$ cat config.mk
export PLATFORM = sky130hd
export DESIGN_NAME = fcs_top
export DESIGN_NICKNAME = d
export VERILOG_FILES = /design/src/fcs_pkg.sv /design/src/fcs_sticky.sv /design/src/fcs_keyhole.sv /design/src/fcs_top.sv
export SDC_FILE = /design/constraint.sdc
export NUM_CORES = 1
export LEC_CHECK = 0
export BUFFER_PORTS_ARGS = -buffer_cell sky130_fd_sc_hd__buf_4
export CAP_MARGIN = 30
export CORE_MARGIN = 4
export CORE_UTILIZATION = 56
export CTS_CLUSTER_SIZE = 8
export DETAILED_ROUTE_END_ITERATION = 7
export PLACE_DENSITY = 0.95
export SLEW_MARGIN = 20
export SYNTH_ARGS = -nofsm -noshare
export SYNTH_HDL_FRONTEND = slang
export SYNTH_SLANG_ARGS = --single-unit
export TNS_END_PERCENT = 20
$ cat constraint.sdc
create_clock -name clk_i -period 3.13 [get_ports clk_i]
set_clock_uncertainty 0.2 [all_clocks]
set_input_delay 0.313 -clock clk_i [delete_from_list [all_inputs] [get_ports clk_i]]
set_output_delay 0.313 -clock clk_i [all_outputs]
set_load 0.01 [all_outputs]
$ cat src/fcs_pkg.sv
// fcs_pkg: offsets, field positions, codes and carrier types for the
// flash controller status block.
// assumes the sequencer and the apb master share clk_i with the block.
package fcs_pkg;

  // apb byte offsets
  localparam logic [11:0] OFF_STATUS = 12'h000;
  localparam logic [11:0] OFF_IRQ_EN = 12'h004;
  localparam logic [11:0] OFF_CMD = 12'h008;
  localparam logic [11:0] OFF_ADDR = 12'h00C;
  localparam logic [11:0] OFF_DLO = 12'h010;
  localparam logic [11:0] OFF_DHI = 12'h014;
  localparam logic [11:0] OFF_IRQ_ST = 12'h018;

  // status word field positions
  localparam int unsigned ST_BUSY = 0;
  localparam int unsigned ST_LOCK = 1;
  localparam int unsigned ST_DONE = 2;
  localparam int unsigned ST_WNF = 3;
  localparam int unsigned ST_RES_LSB = 4;
  localparam int unsigned ST_ECC_LSB = 7;

  // interrupt bit positions, shared by enable and status
  localparam int unsigned IRQ_DONE = 0;
  localparam int unsigned IRQ_WNF = 1;
  localparam int unsigned IRQ_FAIL = 2;

  // signature ecc result codes
  localparam logic [1:0] ECC_CLEAN = 2'h0;
  localparam logic [1:0] ECC_DOUBLE_UNCORRECTED = 2'h1;
  localparam logic [1:0] ECC_SINGLE_FIXED = 2'h2;
  localparam logic [1:0] ECC_SINGLE_AND_DOUBLE = 2'h3;

  // command result codes
  localparam logic [1:0] RES_OK = 2'h0;
  localparam logic [1:0] RES_PROTECTED = 2'h1;
  localparam logic [1:0] RES_VERIFY = 2'h2;
  localparam logic [1:0] RES_ABORT = 2'h3;

  // reset values
  localparam logic [31:0] RST_WORD = 32'h0000_0000;
  localparam logic [2:0] RST_IRQ = 3'h0;
  localparam logic [4:0] RST_CMD = 5'h00;
  localparam logic [1:0] RST_RES = 2'h0;

  // command tracking states
  typedef enum logic [1:0] {
    CS_IDLE = 2'b01,
    CS_BUSY = 2'b10
  } fcs_cmd_state_e;

  // one-cycle events from the command sequencer, plus the sig_active level
  typedef struct packed {
    logic cmd_done;     // command finished
    logic wr_done;      // flash write finished
    logic wr_open;      // keyhole may be reloaded
    logic abort;        // finished by abort
    logic prot_err;     // hit a protected location
    logic verify_err;   // erase read-back not all ones
    logic sig_mismatch; // signature differs from stored one
    logic sig_start;    // signature command begins
    logic sig_active;   // signature command running (level)
    logic ecc_single;   // corrected single-bit error seen
    logic ecc_double;   // uncorrected double-bit error seen
  } fcs_seq_s;

endpackage

$ cat src/fcs_sticky.sv
// fcs_sticky: bank of sticky flags, set by hardware, cleared per bit.
// assumes set and clear are synchronous to clk_i.
`timescale 1ns/1ns
module fcs_sticky #(
  parameter int unsigned W = 4
) (
  input wire logic clk_i,          // system clock
  input wire logic rst_n_i,        // async reset, active low
  input wire logic [W-1:0] set_i,  // set pulses
  input wire logic [W-1:0] clr_i,  // clear pulses
  output logic [W-1:0] q_o         // flag levels
);

  ////////////////////////////////////////////////////////////////////
  // one flop per flag; set beats clear so no event is lost
  for (genvar i = 0; i < W; i++) begin : g_flag
    always_ff @(posedge clk_i or negedge rst_n_i) begin
      if (!rst_n_i) begin
        q_o[i] <= 1'b0;
      end else if (set_i[i]) begin
        q_o[i] <= 1'b1;
      end else if (clr_i[i]) begin
        q_o[i] <= 1'b0;
      end
    end
  end

endmodule

$ cat src/fcs_keyhole.sv
// fcs_keyhole: address and data keyhole registers for flash writes.
// assumes write strobes come from a completed apb access.
`timescale 1ns/1ns
module fcs_keyhole (
  input wire logic clk_i,          // system clock
  input wire logic rst_n_i,        // async reset, active low
  input wire logic wr_addr_i,      // write address keyhole
  input wire logic wr_dlo_i,       // write low data keyhole
  input wire logic wr_dhi_i,       // write high data keyhole
  input wire logic [31:0] wdata_i, // write data
  input wire logic open_i,         // sequencer reopens keyhole
  output logic [31:0] addr_o,      // flash address
  output logic [31:0] dlo_o,       // low data word
  output logic [31:0] dhi_o,       // high data word
  output logic locked_o,           // keyhole closed
  output logic go_o                // write start pulse
);

  logic [2:0] seen_r;
  logic [2:0] seen_nxt;
  logic all_seen;
  logic wr_ok;

  ////////////////////////////////////////////////////////////////////
  // writes are dropped while locked, the command path stays open
  assign wr_ok = !locked_o;
  assign seen_nxt = seen_r | {wr_dhi_i & wr_ok, wr_dlo_i & wr_ok, wr_addr_i & wr_ok};
  assign all_seen = &seen_nxt && !locked_o;

  // data holding registers
  always_ff @(posedge clk_i or negedge rst_n_i) begin
    if (!rst_n_i) begin
      addr_o <= fcs_pkg::RST_WORD;
      dlo_o <= fcs_pkg::RST_WORD;
      dhi_o <= fcs_pkg::RST_WORD;
    end else begin
      if (wr_addr_i && wr_ok) addr_o <= wdata_i;
      if (wr_dlo_i && wr_ok) dlo_o <= wdata_i;
      if (wr_dhi_i && wr_ok) dhi_o <= wdata_i;
    end
  end

  // lock once all three are loaded and the write is launched
  always_ff @(posedge clk_i or negedge rst_n_i) begin
    if (!rst_n_i) begin
      seen_r <= 3'h0;
      locked_o <= 1'b0;
      go_o <= 1'b0;
    end else begin
      go_o <= all_seen;
      if (all_seen) begin
        seen_r <= 3'h0;
        locked_o <= 1'b1;
      end else begin
        seen_r <= seen_nxt;
        if (open_i) locked_o <= 1'b0;
      end
    end
  end

endmodule

$ cat src/fcs_top.sv
// fcs_top: status, result and interrupt logic of the flash controller,
// with its apb register slave and the keyhole write path.
// assumes an apb master on clk_i and a sequencer giving one-cycle
// events and the sig_active level in fcs_pkg::fcs_seq_s on the same clock.
//
// The register addresses and register access over APB were left to the implementer.
`timescale 1ns/1ns

// Notes on behaviour
// - clean signature check reads ecc field 00
// - double-bit errors in signature give 01
// - single corrected error in signature gives 10
// - both error kinds in signature give 11
// - successful command or write gives result 00
// - protected location access gives result 01
// - erase read-back not all ones gives 10
// - signature mismatch gives read-verify code 10
// - aborted command or write gives result 11
// - write-nearly-finished, bit 3, at earliest reload
// - done flag, bit 2, holds until status read
// - keyhole-locked, bit 1, read-only after write launch
// - locked keyholes reject writes, command stays writable
// - busy, bit 0, high while command executes
// - done interrupt when its enable is set
// - fail interrupt on error result when enabled
module fcs_top (
  input wire logic clk_i,                 // system clock, 125 MHz
  input wire logic rst_n_i,               // async reset, active low
  input wire logic psel_i,                // apb select
  input wire logic penable_i,             // apb enable
  input wire logic pwrite_i,              // apb direction
  input wire logic [11:0] paddr_i,        // apb byte address
  input wire logic [31:0] pwdata_i,       // apb write data
  output logic [31:0] prdata_o,           // apb read data
  output logic pready_o,                  // apb ready
  output logic pslverr_o,                 // apb error, unmapped address
  input wire fcs_pkg::fcs_seq_s seq_i,    // sequencer events
  output logic cmd_go_o,                  // command issue pulse
  output logic [4:0] cmd_code_o,          // issued command code
  output logic wr_go_o,                   // keyhole write start pulse
  output logic [31:0] flash_addr_o,       // keyhole address
  output logic [31:0] flash_data_lo_o,    // keyhole low data
  output logic [31:0] flash_data_hi_o,    // keyhole high data
  output logic irq_o                      // interrupt, level
);

  ////////////////////////////////////////////////////////////////////
  // declarations

  // apb decode and read path
  logic setup;
  logic acc;
  logic wr_acc;
  logic rd_acc;
  logic hit_status;
  logic hit_irq_en;
  logic hit_cmd;
  logic hit_addr;
  logic hit_dlo;
  logic hit_dhi;
  logic hit_irq_st;
  logic mapped;
  logic [31:0] rdata_mux;
  logic [31:0] status_word;
  logic [31:0] prdata_nxt;
  logic pready_nxt;
  logic unmapped;
  logic rd_status;
  logic wr_irq_en;
  logic wr_irq_st;
  logic wr_key_addr;
  logic wr_key_dlo;
  logic wr_key_dhi;
  logic [31:0] irq_en_word;
  logic [31:0] cmd_word;
  logic [31:0] irq_st_word;

  // status flags and fields
  logic [3:0] rc_set;
  logic [3:0] rc_clr;
  logic [3:0] rc_q;
  logic [1:0] sig_ecc_result;
  logic write_nearly_finished;
  logic cmd_finished_flag;
  logic keyhole_locked;
  logic cmd_executing;
  logic sig_restart;
  logic ecc_seen_double;
  logic ecc_seen_single;

  // command result
  logic completion;
  logic [1:0] res_code;
  logic res_is_error;
  logic [1:0] cmd_result_code_r;
  logic [1:0] cmd_result_code_nxt;

  // interrupt enable and status
  logic [2:0] irq_en_r;
  logic [2:0] irq_st_q;
  logic [2:0] irq_set;
  logic [2:0] irq_clr;

  // command issue and busy tracking
  logic [4:0] cmd_reg_r;
  logic issue;
  logic cmd_nonzero;
  logic [4:0] cmd_wdata;
  fcs_pkg::fcs_cmd_state_e cs_r;
  fcs_pkg::fcs_cmd_state_e cs_nxt;

  ////////////////////////////////////////////////////////////////////
  // apb phase decode; ready is registered so the slave answers in the
  // first access cycle with no wait states. every register action keys
  // on the completed access (psel, penable and pready all high), never
  // on the setup cycle, so a master that stalls in setup does no harm
  assign setup = psel_i && !penable_i;
  assign acc = psel_i && penable_i && pready_o;
  assign wr_acc = acc && pwrite_i;
  assign rd_acc = acc && !pwrite_i;
  assign pready_nxt = setup;

  // address decode
  assign hit_status = paddr_i == fcs_pkg::OFF_STATUS;
  assign hit_irq_en = paddr_i == fcs_pkg::OFF_IRQ_EN;
  assign hit_cmd = paddr_i == fcs_pkg::OFF_CMD;
  assign hit_addr = paddr_i == fcs_pkg::OFF_ADDR;
  assign hit_dlo = paddr_i == fcs_pkg::OFF_DLO;
  assign hit_dhi = paddr_i == fcs_pkg::OFF_DHI;
  assign hit_irq_st = paddr_i == fcs_pkg::OFF_IRQ_ST;
  assign mapped = hit_status | hit_irq_en | hit_cmd | hit_addr | hit_dlo | hit_dhi
                | hit_irq_st;
  assign unmapped = !mapped;

  // completed-access strobes, one per register action; each lasts for
  // the single access cycle, so no action can be applied twice
  assign rd_status = rd_acc && hit_status;
  assign wr_irq_en = wr_acc && hit_irq_en;
  assign wr_irq_st = wr_acc && hit_irq_st;
  assign wr_key_addr = wr_acc && hit_addr;
  assign wr_key_dlo = wr_acc && hit_dlo;
  assign wr_key_dhi = wr_acc && hit_dhi;

  ////////////////////////////////////////////////////////////////////
  // status word assembly; bit 6 and the upper bits stay zero.
  // map: [8:7] signature ecc, [5:4] result, [3] nearly finished,
  // [2] done, [1] keyhole locked, [0] busy. busy and locked are live
  // levels; nearly-finished and done are sticky until read, the ecc bits until read or a signature start
  assign sig_ecc_result = rc_q[3:2];
  assign write_nearly_finished = rc_q[1];
  assign cmd_finished_flag = rc_q[0];
  assign cmd_executing = cs_r == fcs_pkg::CS_BUSY;

  always_comb begin
    status_word = fcs_pkg::RST_WORD;
    status_word[fcs_pkg::ST_ECC_LSB +: 2] = sig_ecc_result;
    status_word[fcs_pkg::ST_RES_LSB +: 2] = cmd_result_code_r;
    status_word[fcs_pkg::ST_WNF] = write_nearly_finished;
    status_word[fcs_pkg::ST_DONE] = cmd_finished_flag;
    status_word[fcs_pkg::ST_LOCK] = keyhole_locked;
    status_word[fcs_pkg::ST_BUSY] = cmd_executing;
  end

  // per-register read words; the write-nearly enable is stored and
  // drives the interrupt, but reads back as zero
  assign irq_en_word = {29'h0, irq_en_r[2], 1'b0, irq_en_r[0]};
  assign cmd_word = {27'h0, cmd_reg_r};
  assign irq_st_word = {29'h0, irq_st_q};

  // read mux; an unmapped address reads as zero
  assign rdata_mux =
      hit_status ? status_word :
      hit_irq_en ? irq_en_word :
      hit_cmd ? cmd_word :
      hit_addr ? flash_addr_o :
      hit_dlo ? flash_data_lo_o :
      hit_dhi ? flash_data_hi_o :
      hit_irq_st ? irq_st_word :
      fcs_pkg::RST_WORD;

  // data is captured in setup and held through the access phase; the
  // read-clear logic below keys on this captured copy, so it clears
  // exactly what software was shown
  assign prdata_nxt = (setup && !pwrite_i) ? rdata_mux : prdata_o;

  // apb response registers; the error flag rises with ready for an
  // unmapped address and the access is otherwise ignored
  always_ff @(posedge clk_i or negedge rst_n_i) begin
    if (!rst_n_i) begin
      prdata_o <= fcs_pkg::RST_WORD;
      pready_o <= 1'b0;
      pslverr_o <= 1'b0;
    end else begin
      prdata_o <= prdata_nxt;
      pready_o <= pready_nxt;
      pslverr_o <= setup && unmapped;
    end
  end

  ////////////////////////////////////////////////////////////////////
  // read-clear flags: only the bits that were actually returned get
  // cleared, so an event landing between setup and access survives
  assign rc_set[0] = seq_i.cmd_done;
  assign rc_set[1] = seq_i.wr_open;
  assign rc_set[2] = ecc_seen_double;
  assign rc_set[3] = ecc_seen_single;

  // ecc events count only while a signature check runs; ecc events from ordinary
  // reads are dropped here and must not leak into this field
  assign ecc_seen_double = seq_i.sig_active && seq_i.ecc_double;
  assign ecc_seen_single = seq_i.sig_active && seq_i.ecc_single;

  // a new signature check starts from the clean code; the other flags
  // clear only through a completed status read
  assign sig_restart = seq_i.sig_start;
  assign rc_clr[0] = rd_status && prdata_o[fcs_pkg::ST_DONE];
  assign rc_clr[1] = rd_status && prdata_o[fcs_pkg::ST_WNF];
  assign rc_clr[2] = sig_restart
                   || (rd_status && prdata_o[fcs_pkg::ST_ECC_LSB]);
  assign rc_clr[3] = sig_restart
                   || (rd_status && prdata_o[fcs_pkg::ST_ECC_LSB + 1]);

  // set wins over the read clear inside the flag bank
  fcs_sticky #(
    .W(4)
  ) u_rc_flags (
    .clk_i(clk_i),
    .rst_n_i(rst_n_i),
    .set_i(rc_set),
    .clr_i(rc_clr),
    .q_o(rc_q)
  );

  ////////////////////////////////////////////////////////////////////
  // result code, abort outranks protection, which outranks verify
  assign completion = seq_i.cmd_done || seq_i.wr_done;

  assign res_code =
      seq_i.abort ? fcs_pkg::RES_ABORT :
      seq_i.prot_err ? fcs_pkg::RES_PROTECTED :
      (seq_i.verify_err || seq_i.sig_mismatch) ? fcs_pkg::RES_VERIFY :
      fcs_pkg::RES_OK;

  assign res_is_error = res_code != fcs_pkg::RES_OK;
  assign cmd_result_code_nxt = completion ? res_code : cmd_result_code_r;

  // result holds until the next completion; it is not read-clear, so
  // software may read the status several times and see the same code.
  // qualifiers outside a completion cycle are ignored on purpose
  always_ff @(posedge clk_i or negedge rst_n_i) begin
    if (!rst_n_i) begin
      cmd_result_code_r <= fcs_pkg::RST_RES;
    end else begin
      cmd_result_code_r <= cmd_result_code_nxt;
    end
  end

  ////////////////////////////////////////////////////////////////////
  // interrupt status, write one to clear; set wins in the bank, so an
  // event that lands on the clearing write is still reported
  assign irq_set[fcs_pkg::IRQ_DONE] = completion;
  assign irq_set[fcs_pkg::IRQ_WNF] = seq_i.wr_open;
  assign irq_set[fcs_pkg::IRQ_FAIL] = completion && res_is_error;
  assign irq_clr = wr_irq_st ? pwdata_i[2:0] : 3'h0;

  fcs_sticky #(
    .W(3)
  ) u_irq_flags (
    .clk_i(clk_i),
    .rst_n_i(rst_n_i),
    .set_i(irq_set),
    .clr_i(irq_clr),
    .q_o(irq_st_q)
  );

  // enables and the level interrupt; the output is registered, so it
  // follows a status or enable change one clock later
  always_ff @(posedge clk_i or negedge rst_n_i) begin
    if (!rst_n_i) begin
      irq_en_r <= fcs_pkg::RST_IRQ;
      irq_o <= 1'b0;
    end else begin
      if (wr_irq_en) irq_en_r <= pwdata_i[2:0];
      irq_o <= |(irq_st_q & irq_en_r);
    end
  end

  ////////////////////////////////////////////////////////////////////
  // command register stays writable even while the keyhole is locked
  assign issue = wr_acc && hit_cmd;
  assign cmd_wdata = pwdata_i[4:0];
  assign cmd_nonzero = cmd_wdata != fcs_pkg::RST_CMD;

  // busy tracking; a done in the issue cycle is taken as the old one.
  // writing the idle code still pulses cmd_go_o and loads cmd_code_o, but busy stays low for it.
  // a second command issued while busy merges into the same busy span
  always_comb begin
    cs_nxt = cs_r;
    unique case (cs_r)
      fcs_pkg::CS_IDLE: begin
        if (issue && cmd_nonzero) cs_nxt = fcs_pkg::CS_BUSY;
      end
      fcs_pkg::CS_BUSY: begin
        if (seq_i.cmd_done) cs_nxt = fcs_pkg::CS_IDLE;
      end
      default: cs_nxt = fcs_pkg::CS_IDLE;
    endcase
  end

  // command issue registers
  always_ff @(posedge clk_i or negedge rst_n_i) begin
    if (!rst_n_i) begin
      cs_r <= fcs_pkg::CS_IDLE;
      cmd_reg_r <= fcs_pkg::RST_CMD;
      cmd_go_o <= 1'b0;
      cmd_code_o <= fcs_pkg::RST_CMD;
    end else begin
      cs_r <= cs_nxt;
      cmd_go_o <= issue;
      if (issue) begin
        cmd_reg_r <= cmd_wdata;
        cmd_code_o <= cmd_wdata;
      end
    end
  end

  ////////////////////////////////////////////////////////////////////
  // keyhole path; lock stays until the sequencer reopens it. a keyhole
  // write while locked is dropped silently with no bus error, so
  // software must poll the locked bit before reloading
  fcs_keyhole u_keyhole (
    .clk_i(clk_i),
    .rst_n_i(rst_n_i),
    .wr_addr_i(wr_key_addr),
    .wr_dlo_i(wr_key_dlo),
    .wr_dhi_i(wr_key_dhi),
    .wdata_i(pwdata_i),
    .open_i(seq_i.wr_open),
    .addr_o(flash_addr_o),
    .dlo_o(flash_data_lo_o),
    .dhi_o(flash_data_hi_o),
    .locked_o(keyhole_locked),
    .go_o(wr_go_o)
  );

endmodule

=== After elaboration in Yosys (flattened, before gate mapping) ===
Index checks and enable logic that the tools add are counted.

* Latch bits: 0
* Memories kept: 0
* Output and inout port bits: 138
* Memory bits (writable): 0
* Bits in read-only memories: 0
* Input bits: 60
* Logic and storage cells: 122
* Register bits: 156

* Eq/ne operators: 10
* $lt $le $gt $ge: 0
* Muxes and demuxes: 31
* Multipliers: 0
* Shift operators: 0
* Add/sub/neg operators: 0
* Div/mod/pow operators: 0
* Reductions and logical operators: 48
* Bitwise gates (word level): 11

{| class="wikitable"
|+ Operators by type and width
! kind !! number
|-
| $mux W32 || 6
|-
| $eq A12 B5 Y1 const B || 3
|-
| $logic_and A1 B1 Y1 || 26
|-
| $eq A12 B4 Y1 const B || 2
|-
| $reduce_bool A2 Y1 || 9
|-
| $mux W1 || 16
|-
| $eq A12 B3 Y1 const B || 1
|-
| $logic_not A12 Y1 || 1
|-
| $mux W2 || 5
|-
| $mux W3 || 3
|-
| $or A1 B1 Y1 || 6
|-
| $reduce_bool A5 Y1 || 1
|-
| $logic_not A1 Y1 || 4
|-
| $logic_or A1 B1 Y1 || 4
|-
| $ne A2 B2 Y1 const B || 2
|-
| $pmux W2 S2 || 1
|-
| $and A1 B1 Y1 || 3
|-
| $and A3 B3 Y3 || 1
|-
| $or A3 B3 Y3 || 1
|-
| $reduce_and A3 Y1 || 1
|-
| $reduce_or A3 Y1 || 1
|-
| $eq A2 B1 Y1 const B || 1
|-
| $eq A2 B2 Y1 const B || 1
|-
| $reduce_and A2 Y1 || 1
|}

=== Longest topological paths before layout ===
* Depth after elaboration: 9
* Gate-level depth with buffers: 8
* Depth with buffers taken out: 6

=== Hierarchy ===
Synthesis repeated with hierarchy kept, for this count alone.

* Cells, all modules: 538
* Area total of the unflattened synthesis: 7267.0 sq um

{| class="wikitable"
|+ By module, submodules not included
! module !! seq. area each (sq um) !! times used !! area an instance (sq um) !! cells each
|-
| fcs_keyhole || 2527.4 || 1 || 4162.7 || 223
|-
| fcs_top || 1202.4 || 1 || 2850.2 || 294
|-
| fcs_sticky (u_rc_flags) || 100.1 || 1 || 145.1 || 12
|-
| fcs_sticky (u_irq_flags) || 75.1 || 1 || 108.9 || 9
|}

=== Worst setup path before layout ===
No wires, ideal clock.

* Path type: input to register
* From: input paddr_i[4]
* To: register u_keyhole.dhi_o[10]
* Path slack: 766 ps
* Arrival time: 2039 ps
* Library setup time: 125 ps
* Data required time: 2805 ps
* Cell stages on the path: 7
* Buffers on the path: 3
* Cell sequence: buf_4 or3b_1 buf_6 or2_4 nor4_4 buf_6 mux2_2

* Word-level cells in the longest chain between the ends: 3

{| class="wikitable"
|+ RTL lines
! item !! RTL line !! source
|-
| start: declaration || fcs_top.sv:32 || <nowiki>input wire logic [11:0] paddr_i,</nowiki>
|-
| $eq A12 B5 Y1 || fcs_top.sv:129 || <nowiki>assign hit_dhi = paddr_i == fcs_pkg::OFF_DHI;</nowiki>
|-
| $logic_and A1 B1 Y1 || fcs_top.sv:142 || <nowiki>assign wr_key_dhi = wr_acc && hit_dhi;</nowiki>
|-
| $logic_and A1 B1 Y1 || fcs_keyhole.sv:39 || <nowiki>if (wr_dhi_i && wr_ok) dhi_o <= wdata_i;</nowiki>
|-
| end signal: assignment || fcs_keyhole.sv:35 || <nowiki>dhi_o <= fcs_pkg::RST_WORD;</nowiki>
|-
| end signal: assignment || fcs_keyhole.sv:39 ||
|-
| end: declaration || fcs_keyhole.sv:14 || <nowiki>output logic [31:0] dhi_o,</nowiki>
|}

No other way between the ends.
A chain may end at the register's enable or synchronous reset.

=== Final worst setup path ===
* From: input paddr_i[11]
* To: register u_rc_flags.q_o[2]

* Word-level cells in the longest chain between the ends: 5

{| class="wikitable"
|+ RTL lines
! item !! RTL line !! source
|-
| $logic_not A12 Y1 || fcs_top.sv:124 || <nowiki>assign hit_status = paddr_i == fcs_pkg::OFF_STATUS;</nowiki>
|-
| $logic_and A1 B1 Y1 || fcs_top.sv:137 || <nowiki>assign rd_status = rd_acc && hit_status;</nowiki>
|-
| $logic_and A1 B1 Y1 || fcs_top.sv:219 || <nowiki>|| (rd_status && prdata_o[fcs_pkg::ST_ECC_LSB]);</nowiki>
|-
| $logic_or A1 B1 Y1 || fcs_top.sv:219 ||
|-
| $reduce_bool A2 Y1 (no line) || n/a ||
|-
| end signal: indexed assignment || fcs_sticky.sv:19 || <nowiki>q_o[i] <= 1'b0;</nowiki>
|-
| end signal: indexed assignment || fcs_sticky.sv:21 || <nowiki>q_o[i] <= 1'b1;</nowiki>
|-
| end signal: indexed assignment || fcs_sticky.sv:23 || <nowiki>q_o[i] <= 1'b0;</nowiki>
|-
| end: declaration || fcs_sticky.sv:11 || <nowiki>output logic [W-1:0] q_o</nowiki>
|}

No other way between the ends.

==> load_flow_metrics.sql <==
INSERT INTO impl_metrics (metric_group, metric, value, unit) VALUES
('sta', 'max_slew_margin', '40.85', '%'),
('die', 'die_h', '117.1', 'µm'),
('global_route', 'grt_max_degree', '71', ''),
('cts', 'clockRootBuffer', 'sky130_fd_sc_hd__clkbuf_16', ''),
('yosys', 'post_synthesis_cell_area', '6669', 'µm²'),
('cts', 'numCtsBuffers', '17', ''),
('die', 'floorplan.initialDensity', '57.91', '%'),
('final_layout', 'syn2layout_area_growth', '40.99', '%'),
('place', 'place.port_buffers', '197', ''),
('power_and_ir_drop', 'power.share.combinational', '6.3', '%'),
('final_layout', 'regArea', '3905', 'µm²'),
('hold_path', 'timing.hold.worst.class', 'in2reg', ''),
('cts', 'clkSlewWorstSetupHoldPaths', '0.06', 'ns'),
('drt', 'viasPerCell', '6.283', ''),
('sta', 'final_layout_worst_hold_slack', '0.04033', 'ns'),
('yosys', 'synth-edff-count', '0', ''),
('yosys', 'proportion_of_netlist_area_held_by_the_largest_area_contributor', '58.16', '%'),
('final_layout', 'layout.cells.non_filler', '925', ''),
('power_and_ir_drop', 'pwr-share-seq', '47.1', '%'),
('yosys', 'yosys_warnings', '0', ''),
('cts', 'worstSkewPairLatency', '0.42', 'ns'),
('final_layout', 'final_nets', '830', ''),
('cts', 'postCtsSetupRepairBufs', '0', ''),
('die', 'floorplan.rows', '39', ''),
('job', 'maxCapViolations', '0', ''),
('die', 'dieArea', '13720', 'µm²'),
('cts', 'hold_buffers', '47', ''),
('cts', 'cts_repair_resize_count', '0', ''),
('power_and_ir_drop', 'power.share.clock', '46.6', '%'),
('hold_path', 'hold_path_startpoint', 'penable_i', ''),
('drt', 'routed_wire_length_per_instance', '23.77', 'µm'),
('yosys', 'synthDominantAreaCellType', 'sky130_fd_sc_hd__dfrtp_1', ''),
('place', 'hpwl', '13830', 'µm'),
('drt', 'drt_drc_violations_left', '0', ''),
('sta', 'rsz0062_at_grt', 'no', ''),
('place', 'place.detailed.instances', '846', ''),
('worst_setup_path', 'critPathKind', 'in2reg', ''),
('power_and_ir_drop', 'sw_frac_of_total', '22.59', '%'),
('sta', 'final_cycle_share', '88.82', '%'),
('cts', 'ctsHtreeMaxLevel', '4', ''),
('global_route', 'track_usage', '33.09', '%'),
('worst_setup_path', 'crit_path_start_kind', 'input pin', ''),
('drt', 'detail_route.first_pass.iterations', '5', ''),
('yosys', 'synth_commonest_cells', 'sky130_fd_sc_hd__dfrtp_1 (155), sky130_fd_sc_hd__mux2_2 (99), sky130_fd_sc_hd__a22oi_1 (49), sky130_fd_sc_hd__o21ai_0 (33)', ''),
('yosys', 'postSynthRegisterBits', '156', ''),
('power_and_ir_drop', 'powerDensity', '460.6', 'nW/µm²'),
('final_layout', 'diodes', '0', ''),
('sta', 'report.final.hold_viol_count', '0', ''),
('die', 'die_w', '117.1', 'µm'),
('yosys', 'async_flop_share', '100.0', '%'),
('cts', 'tritoncts', 'done', ''),
('worst_setup_path', 'cp.arrival', '2.88', 'ns'),
('sta', 'finalSetupViolCount', '0', ''),
('worst_setup_path', 'crit_required', '3.23', 'ns'),
('yosys', 'yosysMostFrequentCell', 'sky130_fd_sc_hd__dfrtp_1', ''),
('sta', 'tightestPinTransition', '0.8840', 'ns'),
('global_route', 'number_of_antenna_violations_at_the_first_check_in_global_routing', '0', ''),
('die', 'floorplan.io_pins', '198', ''),
('power_and_ir_drop', 'maximum_vdd_ir_drop', '0.0004115', 'V'),
('drt', 'initialDrtViolationCount', '586', ''),
('run_status', 'outcome', 'finished, final reports clean', ''),
('yosys', 'postSynthCellCount', '517', ''),
('final_layout', 'multi_input_comb_area', '2584', 'µm²'),
('yosys', 'ys.flop_type', 'sky130_fd_sc_hd__dfrtp_1', ''),
('power_and_ir_drop', 'power.static_leakage', '4.625', 'nW'),
('die', 'core', '11520', 'µm²'),
('power_and_ir_drop', 'power_report.internal_total', '3.352', 'mW'),
('place', 'gp_congestion', '0.8948', ''),
('final_layout', 'nFillCells', '586', ''),
('power_and_ir_drop', 'power.switching', '978.5', 'µW'),
('yosys', 'synth_area_per_cell', '12.90', 'µm²');
## worst paths after layout
| path | endpoint | slack, ns | cells after the start |
|---|---|---|---|
| hold / removal | pslverr_o$_DFF_PN0_ | 0.04 | 3 |
| max in group asynchronous | cs_r[0]$_DFFE_PN1P_ | 1.69 | 3 |
| min in group asynchronous | u_keyhole.dhi_o[9]$_DFFE_PN0P_ | 0.24 | 2 |
| setup reg to reg | u_irq_flags.q_o[0]$_DFFE_PN0P_ | 0.67 | 6 |
| hold reg to reg | irq_o$_DFF_PN0_ | 0.31 | 2 |
| setup / recovery | u_rc_flags.q_o[2]$_DFFE_PN0P_ | 0.35 | 7 |
## critical path: stages
cell and delay, ns:
sky130_fd_sc_hd__buf_4 0.11, sky130_fd_sc_hd__nor4_2 0.45, sky130_fd_sc_hd__and4_1 0.41, sky130_fd_sc_hd__nor3b_1 0.60, sky130_fd_sc_hd__nand2_1 0.14, sky130_fd_sc_hd__a32o_1 0.29, sky130_fd_sc_hd__dlygate4sd3_1 0.56
## logic make-up (layout without fill, tap and decap cells)
| group | after synthesis | after routing | synth area share [%] |
|---|---|---|---|
| AND/OR/NAND/NOR | 90 | 90 | 7.824 |
| multiplexers | 104 | 104 | 17.50 |
| AO/OA/AOI/OAI | 128 | 128 | 13.11 |
| flip-flops | 156 | 156 | 58.56 |
| buffers and inverters | 39 | 304 | 3.002 |
## cells in the final DEF (no fill, tap or decap), types with 4 or more instances in the layout
cell,n
sky130_fd_sc_hd__nor2_1,16
sky130_fd_sc_hd__a222oi_1,4
sky130_fd_sc_hd__inv_1,9
sky130_fd_sc_hd__dfrtp_1,155
sky130_fd_sc_hd__a21oi_1,12
sky130_fd_sc_hd__a22oi_1,49
sky130_fd_sc_hd__nand2_1,16
sky130_fd_sc_hd__mux2_2,99
sky130_fd_sc_hd__nor3_1,11
sky130_fd_sc_hd__nor2b_1,6
sky130_fd_sc_hd__clkbuf_16,17
sky130_fd_sc_hd__nand2b_1,7
sky130_fd_sc_hd__buf_4,213
sky130_fd_sc_hd__nor4_1,4
sky130_fd_sc_hd__o22ai_1,7
sky130_fd_sc_hd__and3_1,4
sky130_fd_sc_hd__nand3_1,7
sky130_fd_sc_hd__clkinv_2,4
sky130_fd_sc_hd__dlygate4sd3_1,47
sky130_fd_sc_hd__o21ai_0,33
## cell type report
class,instances,share of cell area (%)
Sequential cell,156,41.53
Multi-Input combinational cell,322,27.48
Timing Repair Buffer,264,22.71
Clock buffer,21,4.790
Tap cell,143,1.903
Clock inverter,10,1.224
Inverter,9,0.3593
## sequential cells by signal, summed over array words and instances (netlist names), 2 cells and up
| name | count |
|---|---|
| cmd_reg_r | 5 |
| cmd_result_code_r | 2 |
| cs_r | 2 |
| irq_en_r | 3 |
| prdata_o | 32 |
| u_irq_flags.q_o | 3 |
| u_keyhole.addr_o | 32 |
| u_keyhole.dhi_o | 32 |
| u_keyhole.dlo_o | 32 |
| u_keyhole.seen_r | 3 |
| u_rc_flags.q_o | 4 |
## power by group through the flow
stage | clock [mW] | combinational (mW) | sequential, mW
2_1_floorplan | 0 | 0.0550 | 2.08
3_3_place_gp | 0 | 0.210 | 2.08
3_5_place_dp | 0 | 0.217 | 2.08
4_1_cts | 2.01 | 0.266 | 2.04
5_1_grt | 2.12 | 0.295 | 2.04
6_report | 2.02 | 0.273 | 2.04
## per-layer routing
layer / routed length [µm] / share of wire [%] / vias up / track usage (%)
li1: - / - / 2428 / -
met1: 8124 / 37 / 2882 / 39.69
met2: 11060 / 50 / 431 / 55.78
met3: 2132 / 9.7 / 71 / 9.974
met4: 669 / 3.0 / 0 / 13.91
met5: 0 / 0 / - / 0
## stage by stage
step                power [mW]  util, %  setup slack (ns)  instance area, µm²
global placement         2.286    72.52            0.4700                8352
global route             4.456    81.65            0.2184                9403
finish                   4.331    81.65            0.3498                9403
floorplan                2.135        -            0.7661                6669
CTS                      4.320    81.52            0.3908                9388
detailed placement       2.294    72.52            0.3561                8352
(Power assumes the default switching activity.)
